[src/dbu_pkg.sv]
package dbu_pkg;

  // ---------------------------------------------------------------
  // opcodes and command bytes
  // ---------------------------------------------------------------
  localparam logic [7:0] OP_BRK      = 8'h00;
  localparam logic [7:0] CMD_REV     = 8'h00;
  localparam logic [7:0] CMD_STAT    = 8'h02;
  localparam logic [7:0] CMD_RUNT    = 8'h03;
  localparam logic [7:0] CMD_WR_CTRL = 8'h04;
  localparam logic [7:0] CMD_WR_REG  = 8'h08;
  localparam logic [7:0] CMD_RD_REG  = 8'h09;
  localparam logic [7:0] CMD_WR_PM   = 8'h0a;
  localparam logic [7:0] CMD_RD_PM   = 8'h0b;
  localparam logic [7:0] CMD_WR_DM   = 8'h0c;
  localparam logic [7:0] CMD_RD_DM   = 8'h0d;
  localparam logic [7:0] CMD_PM_CRC  = 8'h0e;
  localparam logic [7:0] CMD_STEP    = 8'h10;
  localparam logic [7:0] CMD_STUFF   = 8'h11;
  localparam logic [7:0] CMD_EXEC    = 8'h12;

  // ---------------------------------------------------------------
  // control and status fields
  // ---------------------------------------------------------------
  localparam int         CTRL_DBG_BIT   = 7;
  localparam int         CTRL_BRKEN_BIT = 6;
  localparam logic       BRKEN_RESET    = 1'b0;
  localparam int         STAT_DBG_BIT   = 7;
  localparam int         STAT_BUSY_BIT  = 6;
  localparam int         STAT_RDP_BIT   = 5;

  // ---------------------------------------------------------------
  // flash control window and counter limits
  // ---------------------------------------------------------------
  localparam logic [11:0] FCTL_FIRST  = 12'hff8;
  localparam logic [11:0] FCTL_LAST   = 12'hffb;
  localparam logic [11:0] FCTL_CMD    = 12'hff8;
  localparam logic [7:0]  MASS_ERASE  = 8'h95;
  localparam logic [15:0] RUNT_RESET  = 16'h0000;
  localparam logic [15:0] RUNT_MAX    = 16'hffff;
  localparam logic [1:0]  WR_REG_ARGS = 2'h3;
  localparam logic [1:0]  CTRL_ARGS   = 2'h1;

  typedef enum logic [1:0] {
    ST_IDLE = 2'b00,
    ST_ARG  = 2'b01,
    ST_TX   = 2'b10,
    ST_ENG  = 2'b11
  } dbu_state_e;

endpackage

[src/dbu_core.sv]
`timescale 1ns/1ps

// Summary of operation
// cpu decode of opcode 00h raises an internal breakpoint signal.
// breakpoints enabled: breakpoint enters debug mode and halts fetching.
// breakpoints disabled: breakpoint ignored, opcode acts as no-op.
// commands 08h..12h accepted only while in debug mode.
// read protect: register write only to flash control registers.
// read protect: flash command register accepts only mass erase value.
// read protect: register read, pm access, dm write, step/stuff/exec off.
// data memory read and program CRC stay usable under read protect.
// revision command returns 16-bit revision, major byte then minor.
// status command returns one status byte.
// 16-bit runtime counter counts clocks outside debug mode, saturates at ffffh.
// runtime command returns the counter value.
// erased memory (ffh opcodes) must not block flash programming.
// in debug mode fetch stays stopped unless told to execute.
// in debug mode watchdog refreshed continuously when enabled.
// debug pin low at reset release enters debug mode at once.
// control write with 80h enters debug mode.
// reserved command bytes ignored, no state change, no answer.
// runtime counter cleared when execution resumes.
module dbu_core
  import dbu_pkg::*;
#(
  parameter logic [15:0] DBG_REV = 16'h0102  // arbitrary value
) (
  input  wire logic        core_clk_i,
  input  wire logic        sys_rst_i,
  input  wire logic        debug_serial_pin_i,
  input  wire logic        rd_protect_i,
  input  wire logic        wdt_enable_i,
  input  wire logic        cpu_decode_i,
  input  wire logic [7:0]  cpu_opcode_i,
  input  wire logic        rx_valid_i,
  input  wire logic [7:0]  rx_data_i,
  input  wire logic        tx_ready_i,
  input  wire logic        eng_done_i,
  output logic             tx_valid_o,
  output logic [7:0]       tx_data_o,
  output logic             debug_mode_o,
  output logic             brk_enable_o,
  output logic             cpu_fetch_stop_o,
  output logic             brk_nop_o,
  output logic             wdt_refresh_o,
  output logic             reg_wr_o,
  output logic [11:0]      reg_wr_addr_o,
  output logic [7:0]       reg_wr_data_o,
  output logic             eng_start_o,
  output logic [7:0]       eng_cmd_o,
  output logic             cpu_exec_o,
  output logic [15:0]      runtime_o
);

  // ---------------------------------------------------------------
  // declarations
  // ---------------------------------------------------------------
  dbu_state_e  state;
  logic        debug_mode;
  logic        brk_en;
  logic        rst_done;
  logic [15:0] runtime;
  logic [7:0]  cmd;
  logic [1:0]  arg_cnt;
  logic [23:0] arg_buf;
  logic [7:0]  resp_lo;
  logic        resp_two;
  logic        eng_cpu;
  logic        take;
  logic        brk_hit;
  logic        ctrl_wr;
  logic        resume;
  logic        last_arg;
  logic [23:0] args;
  logic [11:0] wr_addr;
  logic        wr_ok;
  logic        dbg_cmd;
  logic        rdp_blocked;
  logic        eng_cmd;
  logic [7:0]  status;

  // ---------------------------------------------------------------
  // decode
  // ---------------------------------------------------------------
  assign brk_hit  = cpu_decode_i && (cpu_opcode_i == OP_BRK);
  assign take     = rx_valid_i && (state == ST_IDLE || state == ST_ARG);
  assign last_arg = take && (state == ST_ARG) && (arg_cnt == 2'h1);
  assign args     = {arg_buf[15:0], rx_data_i};
  assign ctrl_wr  = last_arg && (cmd == CMD_WR_CTRL);
  assign resume   = ctrl_wr && debug_mode && !rx_data_i[CTRL_DBG_BIT]
                    && !(brk_hit && brk_en);
  assign wr_addr  = args[19:8];
  assign dbg_cmd  = (rx_data_i >= CMD_WR_REG) && (rx_data_i <= CMD_EXEC)
                    && (rx_data_i != 8'h0f);
  assign eng_cmd  = dbg_cmd && (rx_data_i != CMD_WR_REG);
  assign rdp_blocked = rd_protect_i && (rx_data_i != CMD_RD_DM)
                       && (rx_data_i != CMD_PM_CRC);

  always_comb begin
    wr_ok = 1'b1;
    if (rd_protect_i) begin
      wr_ok = (wr_addr >= FCTL_FIRST) && (wr_addr <= FCTL_LAST);
      if (wr_addr == FCTL_CMD && args[7:0] != MASS_ERASE) begin
        wr_ok = 1'b0;
      end
    end
  end

  always_comb begin
    status                = 8'h00;
    status[STAT_DBG_BIT]  = debug_mode;
    status[STAT_BUSY_BIT] = (state == ST_ENG);
    status[STAT_RDP_BIT]  = rd_protect_i;
  end

  // ---------------------------------------------------------------
  // debug mode and breakpoint enable
  // ---------------------------------------------------------------
  always_ff @(posedge core_clk_i or posedge sys_rst_i) begin
    if (sys_rst_i) begin
      rst_done <= 1'b0;
    end else begin
      rst_done <= 1'b1;
    end
  end

  always_ff @(posedge core_clk_i or posedge sys_rst_i) begin
    if (sys_rst_i) begin
      debug_mode <= 1'b0;
    end else if (!rst_done && !debug_serial_pin_i) begin
      debug_mode <= 1'b1;
    end else if (brk_hit && brk_en) begin
      debug_mode <= 1'b1;
    end else if (ctrl_wr) begin
      debug_mode <= rx_data_i[CTRL_DBG_BIT];
    end
  end

  always_ff @(posedge core_clk_i or posedge sys_rst_i) begin
    if (sys_rst_i) begin
      brk_en <= BRKEN_RESET;
    end else if (ctrl_wr) begin
      brk_en <= rx_data_i[CTRL_BRKEN_BIT];
    end
  end

  // ---------------------------------------------------------------
  // runtime counter
  // ---------------------------------------------------------------
  always_ff @(posedge core_clk_i or posedge sys_rst_i) begin
    if (sys_rst_i) begin
      runtime <= RUNT_RESET;
    end else if (resume) begin
      runtime <= RUNT_RESET;
    end else if (!debug_mode && runtime != RUNT_MAX) begin
      runtime <= runtime + 16'h0001;
    end
  end

  // ---------------------------------------------------------------
  // command sequencer and answers
  // ---------------------------------------------------------------
  always_ff @(posedge core_clk_i or posedge sys_rst_i) begin
    if (sys_rst_i) begin
      state         <= ST_IDLE;
      cmd           <= 8'h00;
      arg_cnt       <= 2'h0;
      arg_buf       <= 24'h000000;
      tx_valid_o    <= 1'b0;
      tx_data_o     <= 8'h00;
      resp_lo       <= 8'h00;
      resp_two      <= 1'b0;
      reg_wr_o      <= 1'b0;
      reg_wr_addr_o <= 12'h000;
      reg_wr_data_o <= 8'h00;
      eng_start_o   <= 1'b0;
      eng_cmd_o     <= 8'h00;
      eng_cpu       <= 1'b0;
    end else begin
      reg_wr_o    <= 1'b0;
      eng_start_o <= 1'b0;
      case (state)
        ST_IDLE: begin
          if (take) begin
            cmd <= rx_data_i;
            if (rx_data_i == CMD_REV) begin
              tx_valid_o <= 1'b1;
              tx_data_o  <= DBG_REV[15:8];
              resp_lo    <= DBG_REV[7:0];
              resp_two   <= 1'b1;
              state      <= ST_TX;
            end else if (rx_data_i == CMD_STAT) begin
              tx_valid_o <= 1'b1;
              tx_data_o  <= status;
              resp_two   <= 1'b0;
              state      <= ST_TX;
            end else if (rx_data_i == CMD_RUNT) begin
              tx_valid_o <= 1'b1;
              tx_data_o  <= runtime[15:8];
              resp_lo    <= runtime[7:0];
              resp_two   <= 1'b1;
              state      <= ST_TX;
            end else if (rx_data_i == CMD_WR_CTRL) begin
              arg_cnt <= CTRL_ARGS;
              state   <= ST_ARG;
            end else if (rx_data_i == CMD_WR_REG && debug_mode) begin
              arg_cnt <= WR_REG_ARGS;
              state   <= ST_ARG;
            end else if (eng_cmd && debug_mode && !rdp_blocked) begin
              eng_start_o <= 1'b1;
              eng_cmd_o   <= rx_data_i;
              eng_cpu     <= (rx_data_i >= CMD_STEP);
              state       <= ST_ENG;
            end
          end
        end
        ST_ARG: begin
          if (take) begin
            arg_buf <= args;
            arg_cnt <= arg_cnt - 2'h1;
            if (arg_cnt == 2'h1) begin
              state <= ST_IDLE;
              if (cmd == CMD_WR_REG && wr_ok) begin
                reg_wr_o      <= 1'b1;
                reg_wr_addr_o <= wr_addr;
                reg_wr_data_o <= args[7:0];
              end
            end
          end
        end
        ST_TX: begin
          if (tx_ready_i) begin
            if (resp_two) begin
              tx_data_o <= resp_lo;
              resp_two  <= 1'b0;
            end else begin
              tx_valid_o <= 1'b0;
              state      <= ST_IDLE;
            end
          end
        end
        ST_ENG: begin
          if (eng_done_i) begin
            eng_cpu <= 1'b0;
            state   <= ST_IDLE;
          end
        end
        default: begin
          state <= ST_IDLE;
        end
      endcase
    end
  end

  // ---------------------------------------------------------------
  // cpu side
  // ---------------------------------------------------------------
  assign debug_mode_o     = debug_mode;
  assign brk_enable_o     = brk_en;
  assign runtime_o        = runtime;
  assign cpu_exec_o       = (state == ST_ENG) && eng_cpu;
  assign cpu_fetch_stop_o = debug_mode && !cpu_exec_o;
  assign brk_nop_o        = brk_hit && !brk_en;
  assign wdt_refresh_o    = debug_mode && wdt_enable_i;

  // ---------------------------------------------------------------
  // assertions
  // ---------------------------------------------------------------
  property p_brk_halt;
    @(posedge core_clk_i) disable iff (sys_rst_i)
    brk_hit && brk_en |=> debug_mode_o && cpu_fetch_stop_o;
  endproperty
  a_brk_halt: assert property (p_brk_halt)
    else $error("breakpoint did not halt");

  property p_brk_nop;
    @(posedge core_clk_i) disable iff (sys_rst_i)
    brk_hit && !brk_en && !debug_mode && !ctrl_wr && rst_done
      |-> brk_nop_o ##1 !debug_mode_o;
  endproperty
  a_brk_nop: assert property (p_brk_nop)
    else $error("disabled breakpoint had effect");

  property p_gate;
    @(posedge core_clk_i) disable iff (sys_rst_i)
    take && state == ST_IDLE && !debug_mode && dbg_cmd
      |=> state == ST_IDLE && !eng_start_o;
  endproperty
  a_gate: assert property (p_gate)
    else $error("debug command taken outside debug mode");

  property p_rdp_addr;
    @(posedge core_clk_i) disable iff (sys_rst_i)
    reg_wr_o && $past(rd_protect_i)
      |-> reg_wr_addr_o >= FCTL_FIRST && reg_wr_addr_o <= FCTL_LAST;
  endproperty
  a_rdp_addr: assert property (p_rdp_addr)
    else $error("protected write outside flash control");

  property p_rdp_erase;
    @(posedge core_clk_i) disable iff (sys_rst_i)
    reg_wr_o && $past(rd_protect_i) && reg_wr_addr_o == FCTL_CMD
      |-> reg_wr_data_o == MASS_ERASE;
  endproperty
  a_rdp_erase: assert property (p_rdp_erase)
    else $error("protected flash command not mass erase");

  property p_rdp_eng;
    @(posedge core_clk_i) disable iff (sys_rst_i)
    eng_start_o && $past(rd_protect_i)
      |-> eng_cmd_o == CMD_RD_DM || eng_cmd_o == CMD_PM_CRC;
  endproperty
  a_rdp_eng: assert property (p_rdp_eng)
    else $error("protected command reached engine");

  property p_rev;
    @(posedge core_clk_i) disable iff (sys_rst_i)
    take && state == ST_IDLE && rx_data_i == CMD_REV
      |=> tx_valid_o && tx_data_o == DBG_REV[15:8];
  endproperty
  a_rev: assert property (p_rev)
    else $error("revision major byte wrong");

  property p_sat;
    @(posedge core_clk_i) disable iff (sys_rst_i)
    runtime == RUNT_MAX && !resume |=> runtime == RUNT_MAX;
  endproperty
  a_sat: assert property (p_sat)
    else $error("runtime counter wrapped");

  property p_resume;
    @(posedge core_clk_i) disable iff (sys_rst_i)
    resume |=> runtime == RUNT_RESET ##1 runtime == 16'h0001;
  endproperty
  a_resume: assert property (p_resume)
    else $error("runtime not restarted on resume");

endmodule

[config.mk]
export PLATFORM = sky130hd
export DESIGN_NAME = dbu_core
export DESIGN_NICKNAME = d
export VERILOG_FILES = /design/src/dbu_pkg.sv /design/src/dbu_core.sv
export SDC_FILE = /design/constraint.sdc
export NUM_CORES = 1
export LEC_CHECK = 0
export ABC_AREA = 1
export BUFFER_PORTS_ARGS = -buffer_cell sky130_fd_sc_hd__buf_2
export CAP_MARGIN = 20
export CORE_MARGIN = 8
export CORE_UTILIZATION = 25
export DETAILED_ROUTE_END_ITERATION = 6
export PLACE_DENSITY = 0.49
export SYNTH_ARGS = -nofsm -noshare
export SYNTH_HDL_FRONTEND = slang
export SYNTH_SLANG_ARGS = --single-unit
[constraint.sdc]
create_clock -name core_clk_i -period 3.95 [get_ports core_clk_i]
set_input_delay 0.395 -clock core_clk_i [delete_from_list [all_inputs] [get_ports core_clk_i]]
set_output_delay 0.395 -clock core_clk_i [all_outputs]
set_load 0.005 [all_outputs]
* After elaboration in Yosys (flattened, before gate mapping) *
Index checks and enable logic that the tools add are counted.

word-level totals
  register bits after elaboration = 92
  input port bits = 25
  output and inout port bits = 61

operators by class
  add/sub/neg operators = 2
  $lt $le $gt $ge = 5
  eq/ne operators = 34
  multiplexer cells = 71
  bitwise gates (word level) = 5
  reduce and logical (&&, ||, !) cells = 55

operator list
  cell                                                                                 count
  8-bit two-way mux                                                                    9
  2-bit two-way mux                                                                    19
  1-bit two-way mux                                                                    35
  16-bit two-way mux                                                                   2
  8-bit by 4-bit inequality test with 1-bit output, second input constant              4
  1-bit logical AND                                                                    26
  2-bit inequality test, second input constant                                         12
  16-bit by 1-bit adder with 16-bit output, second input constant                      1
  8-bit by 2-bit == test with 1-bit output, second input constant                      2
  8-bit by 3-bit == test with 1-bit output, second input constant                      2
  8-bit by 4-bit == test with 1-bit output, second input constant                      2
  8-bit logical NOT                                                                    2
  16-bit inequality test, second input constant                                        1
  8-bit case mux with 2 select lines                                                   1
  7-bit AND reduction                                                                  2
  12-bit == test, second input constant                                                1
  12-bit greater-or-equal comparator, second input constant                            1
  12-bit <= comparator, second input constant                                          1
  4-bit AND reduction                                                                  3
  5-bit AND reduction                                                                  2
  2-bit nonzero test                                                                   5
  9-bit AND reduction                                                                  1
  8-bit by 4-bit greater-or-equal comparator with 1-bit output, second input constant  1
  8-bit by 5-bit greater-or-equal comparator with 1-bit output, second input constant  1
  19 further kinds                                                                     36

* Logic depth before layout (Yosys ltp) *
  word-level depth = 14
  mapped depth = 11
  depth with buffers taken out = 11

* Worst setup path before layout *
Ideal clock, no wire load.

  path kind = reg-to-reg
  from = register runtime[0], in the netlist runtime_o[0]
  to = register runtime[12], in the netlist runtime_o[12]
  library setup time = 117 ps
  arrival time = 1485 ps
  required time = 3833 ps
  path slack = 2349 ps
  stages on the path, launching flop included = 12
  path through = dfrtp_1 > ha_1 > nand3_1 > nor2_1 > nand3_1 > nand2_2 > inv_1 > buf_6 > nand2_1 > nand2_1 > nand2_1 > nor2_2

between the ends
  word-level cells in the longest chain between the ends = 3
  elaborated cells on any way between the ends = 6
  those cells by class = add/sub (1); eq/ne (1); mux (2); reduce/logical (2)

ends and longest elaborated chain
  what                                                                                       RTL line                          RTL
  start, declared                                                                            dbu_core.sv:62                    logic [15:0] runtime;
  start signal, assigned                                                                     dbu_core.sv:156                   runtime <= runtime + 16'h0001;
  16-bit by 1-bit adder with 16-bit output / 16-bit inequality test (equally long branches)  dbu_core.sv:156, dbu_core.sv:155
  16-bit two-way mux / 1-bit logical AND (equally long branches)                             dbu_core.sv:155                   end else if (!debug_mode && runtime != RUNT_MAX) begin
  16-bit two-way mux / 2-bit nonzero test (equally long branches)                            -

Parallel ways exist; a longest one is shown, timed or not. The select of a mux whose other input is x is not followed.
A chain may end at the register's enable or synchronous reset.

* Worst setup path in the final report *
  from = register runtime[0], in the netlist runtime_o[0]
  to = register runtime[11], in the netlist runtime_o[11]

Same word-level chain as after synthesis.

==> metrics.log <==
INFO  metric grt_use_total = 0.118
INFO  metric synthMuxAreaShare = 0.00219
INFO  metric fmax = 489 MHz
INFO  metric critPathBufInv = 1
INFO  metric finalHoldViolCount = 0
INFO  metric post_synth.cell_area_avg = 7.96 um2
INFO  metric crit_arrival = 2.28 ns
INFO  metric layout.cells.most_common_list = 186 x nand2_1, 92 x dfrtp_1, 85 x buf_2
INFO  metric grt_antenna_before_repair = 0
INFO  metric measured_slew_at_the_worst_slew_check_pin = 0.590 ns
INFO  metric cp_required = 4.19 ns
INFO  metric synth-simple-area-share = 0.311
INFO  metric fin_worst_hold_slack = 0.278 ns
INFO  metric first_drt_pass_iteration_count = 4
INFO  metric multi_input_comb_area = 1930 um2
INFO  metric cts_tree = built
INFO  metric clk-insertion-delay-late = 0.35 ns
INFO  metric clk_transition_reported_paths = 0.06 ns
INFO  metric status = completed
INFO  metric cts.root.buffer_cell = clkbuf_16
INFO  metric grt_max_degree = 79
INFO  metric gp_routability_congestion = 0.798
INFO  metric area_share_of_fa_ha_maj_cells_after_synthesis = 0.00546
INFO  metric layout_worst_path_cycle_share = 0.517
INFO  metric yosysUniqueCellTypes = 37
INFO  metric detail_route.wl_per_cell = 14.4 um
INFO  metric yosysSeqAreaShare = 0.503
INFO  metric hold_class = in -> reg
INFO  metric top_level_ports = 86
INFO  metric global_route.overflow_total = 0
INFO  metric port_buffers = 85
INFO  metric critPathCaptureType = register
INFO  metric cpMaxStageDelayCell = dfrtp_1
INFO  metric synth_nets = 602
INFO  metric worst_setup_path_class = reg -> reg
INFO  metric worst_path_most_repeated_cell = nand2_1
INFO  metric fin_worst_skew = 0.00539 ns
INFO  metric layout.filler_cells = 1946
INFO  metric post_synth_xor_area_fraction = 0.00956
INFO  metric netlist.area_leader.share = 0.503
INFO  metric netlist.top_cell.by_area = dfrtp_1
INFO  metric grt_pass1_wl = 20.9 mm
INFO  metric grt_setup_unrepaired = no
INFO  metric critPathMaxFanout = 18
INFO  metric rrSetupSlack = 1.91 ns
INFO  metric tritoncts.num_buffers = 9
INFO  metric core_area = 18000 um2
INFO  metric synthTopCellsByArea = dfrtp_1 50%, nand2_1 15%, o21ai_0 5.5%, inv_1 5.1%, nand3_1 3.8%
INFO  metric ir_drop = 0.215 mV
INFO  metric place_hpwl = 9.69 mm
INFO  metric synth_compound_gate_area_share = 0.0932
INFO  metric flow.area_growth_from_synthesis = 22.3%
INFO  metric route.vias.total = 3875
INFO  metric initial_core_util = 0.255
INFO  metric final-setup-viol-count = 0
INFO  metric antenna_left = 0
INFO  metric area.sequential = 2300 um2
INFO  metric synthCells = 575
INFO  metric rows = 49
INFO  metric chipWidth = 151 um
INFO  metric total_count_of_max_transition_violations_in_the_final_report = 0
INFO  metric ys_warn_count = 0
INFO  metric final_layout_size_suffix_gt1_frac = 0.219
INFO  metric drt_first_iter_violations = 240
INFO  metric clock_tree.buffer_depth = 2
INFO  metric detail_route.vias_per_cell = 4.32
INFO  metric fin_tns_setup = 0 ns
INFO  metric worstSetupStartpointType = register
INFO  metric layout_commonest_cell = nand2_1
INFO  metric net_count_final = 689
INFO  metric ys_ff_latch = 92
INFO  metric powerDensity = 563 nW/um2
INFO  metric crit_path_cell_trace = ha_1 > nand3_1 > nor2_1 > nand3_1 > nand2_2 > inv_1 > nand2_1 > nand2_1 > nand2_1 > nor2_1
INFO  metric critical_path.max_stage_delay = 0.44 ns
INFO  metric netlist_area = 4580 um2
INFO  metric timing.final.crit_period = 2.04 ns
INFO  metric power.static_leakage = 2.98 nW
INFO  metric slew_headroom = 0.607
INFO  metric critPathTopFamily = simple AND/OR/NAND/NOR gates
INFO  metric dieArea = 22900 um2
INFO  metric maxCapViolCount = 0
INFO  metric detail_route.drc_violations = 0
INFO  metric finalWirelength = 12.9 mm
INFO  metric post-route-worst-setup-slack = 1.91 ns
INFO  metric vias_in_the_first_global_route = 3781
INFO  metric synth_top_family_by_area = simple AND/OR/NAND/NOR gates
INFO  metric cts_max_level = 3
INFO  metric final_antenna_diode_count = 0
INFO  metric die_height = 151 um
INFO  metric cts_num_sinks = 92
INFO  metric worst_slack_after_detailed_placement = 1.85 ns
==> layer usage <==
layer  vias up  share of wire  global-route usage
li1       1997              -                   -
met1      1792           0.49               0.159
met2        77           0.44               0.181
met3         9          0.061              0.0376
met4         0         0.0097              0.0282
met5         -              0                   0
==> Yosys cell counts, drive strengths merged <==
library cell / instances
mux2i: 1
xnor2: 2
nor3: 8
nand3b: 5
or2: 3
o21bai: 2
clkbuf: 4
xor2: 3
nand2: 191
inv: 70
buf: 8
nor2: 57
nand3: 41
nor3b: 2
o211ai: 3
nor4: 2
o21ai: 67
dfrtp: 92
ha: 2
a21oi: 4
nand4: 4
o21a: 3
conb: 1
==> area by class of cell <==
type | instances | area share
Sequential cell | 92 | 0.411
Clock inverter | 3 | 0.0121
Timing Repair Buffer | 88 | 0.0840
Clock buffer | 13 | 0.0483
Multi-Input combinational cell | 401 | 0.345
Inverter | 70 | 0.0483
Tap cell | 229 | 0.0512
==> cells by family (layout without fill, tap and decap cells) <==
kind of cell | after synthesis | after routing
AO/OA/AOI/OAI | 79 | 79
XOR/XNOR | 5 | 5
adder cells (fa/ha/maj) | 2 | 2
buffers and inverters | 82 | 174
flip-flops | 92 | 92
multiplexers | 1 | 1
other | 1 | 1
AND/OR/NAND/NOR | 313 | 313
==> state kept, by name, indices dropped and copies added, names as in the netlist <==
name,flops
tx_data_o,8
runtime_o,16
resp_lo,8
arg_cnt,2
state,2
reg_wr_o,1
arg_buf,12
brk_enable_o,1
cmd,8
rst_done,1
reg_wr_data_o,8
tx_valid_o,1
debug_mode_o,1
resp_two,1
eng_cmd_o,8
eng_cpu,1
reg_wr_addr_o,12
eng_start_o,1
==> metrics by stage <==
stage | util | total power [mW] | cell area, um2 | instances
floorplan | - | 1.92 | 4580 | 575
global placement | 0.291 | 2.20 | 5230 | 878
detailed placement | 0.291 | 2.21 | 5230 | 878
CTS | 0.310 | 3.20 | 5560 | 894
global route | 0.312 | 3.41 | 5600 | 896
finish | 0.312 | 3.16 | 5600 | 896
==> final timing paths <==
| kind | start | end | cells past startpoint |
|---|---|---|---|
| max in group asynchronous | sys_rst_i | arg_buf[2]$_DFFE_PP0P_ | 4 |
| min in group asynchronous | sys_rst_i | runtime_o[3]$_DFFE_PP0P_ | 3 |
| hold reg to reg | rst_done$_DFF_PP0_ | debug_mode_o$_DFFE_PP0P_ | 1 |
| hold / removal | debug_serial_pin_i | debug_mode_o$_DFFE_PP0P_ | 2 |
| setup reg to reg | runtime_o[0]$_DFFE_PP0P_ | runtime_o[11]$_DFFE_PP0P_ | 10 |
| setup / recovery | runtime_o[0]$_DFFE_PP0P_ | runtime_o[11]$_DFFE_PP0P_ | 10 |
==> power breakdown <==
| part | switching (mW) | internal, mW | total [mW] |
|---|---|---|---|
| clock network | 0.368 | 0.607 | 0.975 |
| registers | 0.181 | 1.16 | 1.34 |
| logic | 0.528 | 0.309 | 0.838 |
| total | 1.08 | 2.08 | 3.16 |
==> timing repair <==
item | 4_1_cts | 5_1_grt
endpoints found under the hold margin | 0 | 6
hold buffers | 0 | 1
setup buffers | 0 | 0
resized for setup | 0 | 0
(Power assumes the default switching activity.)
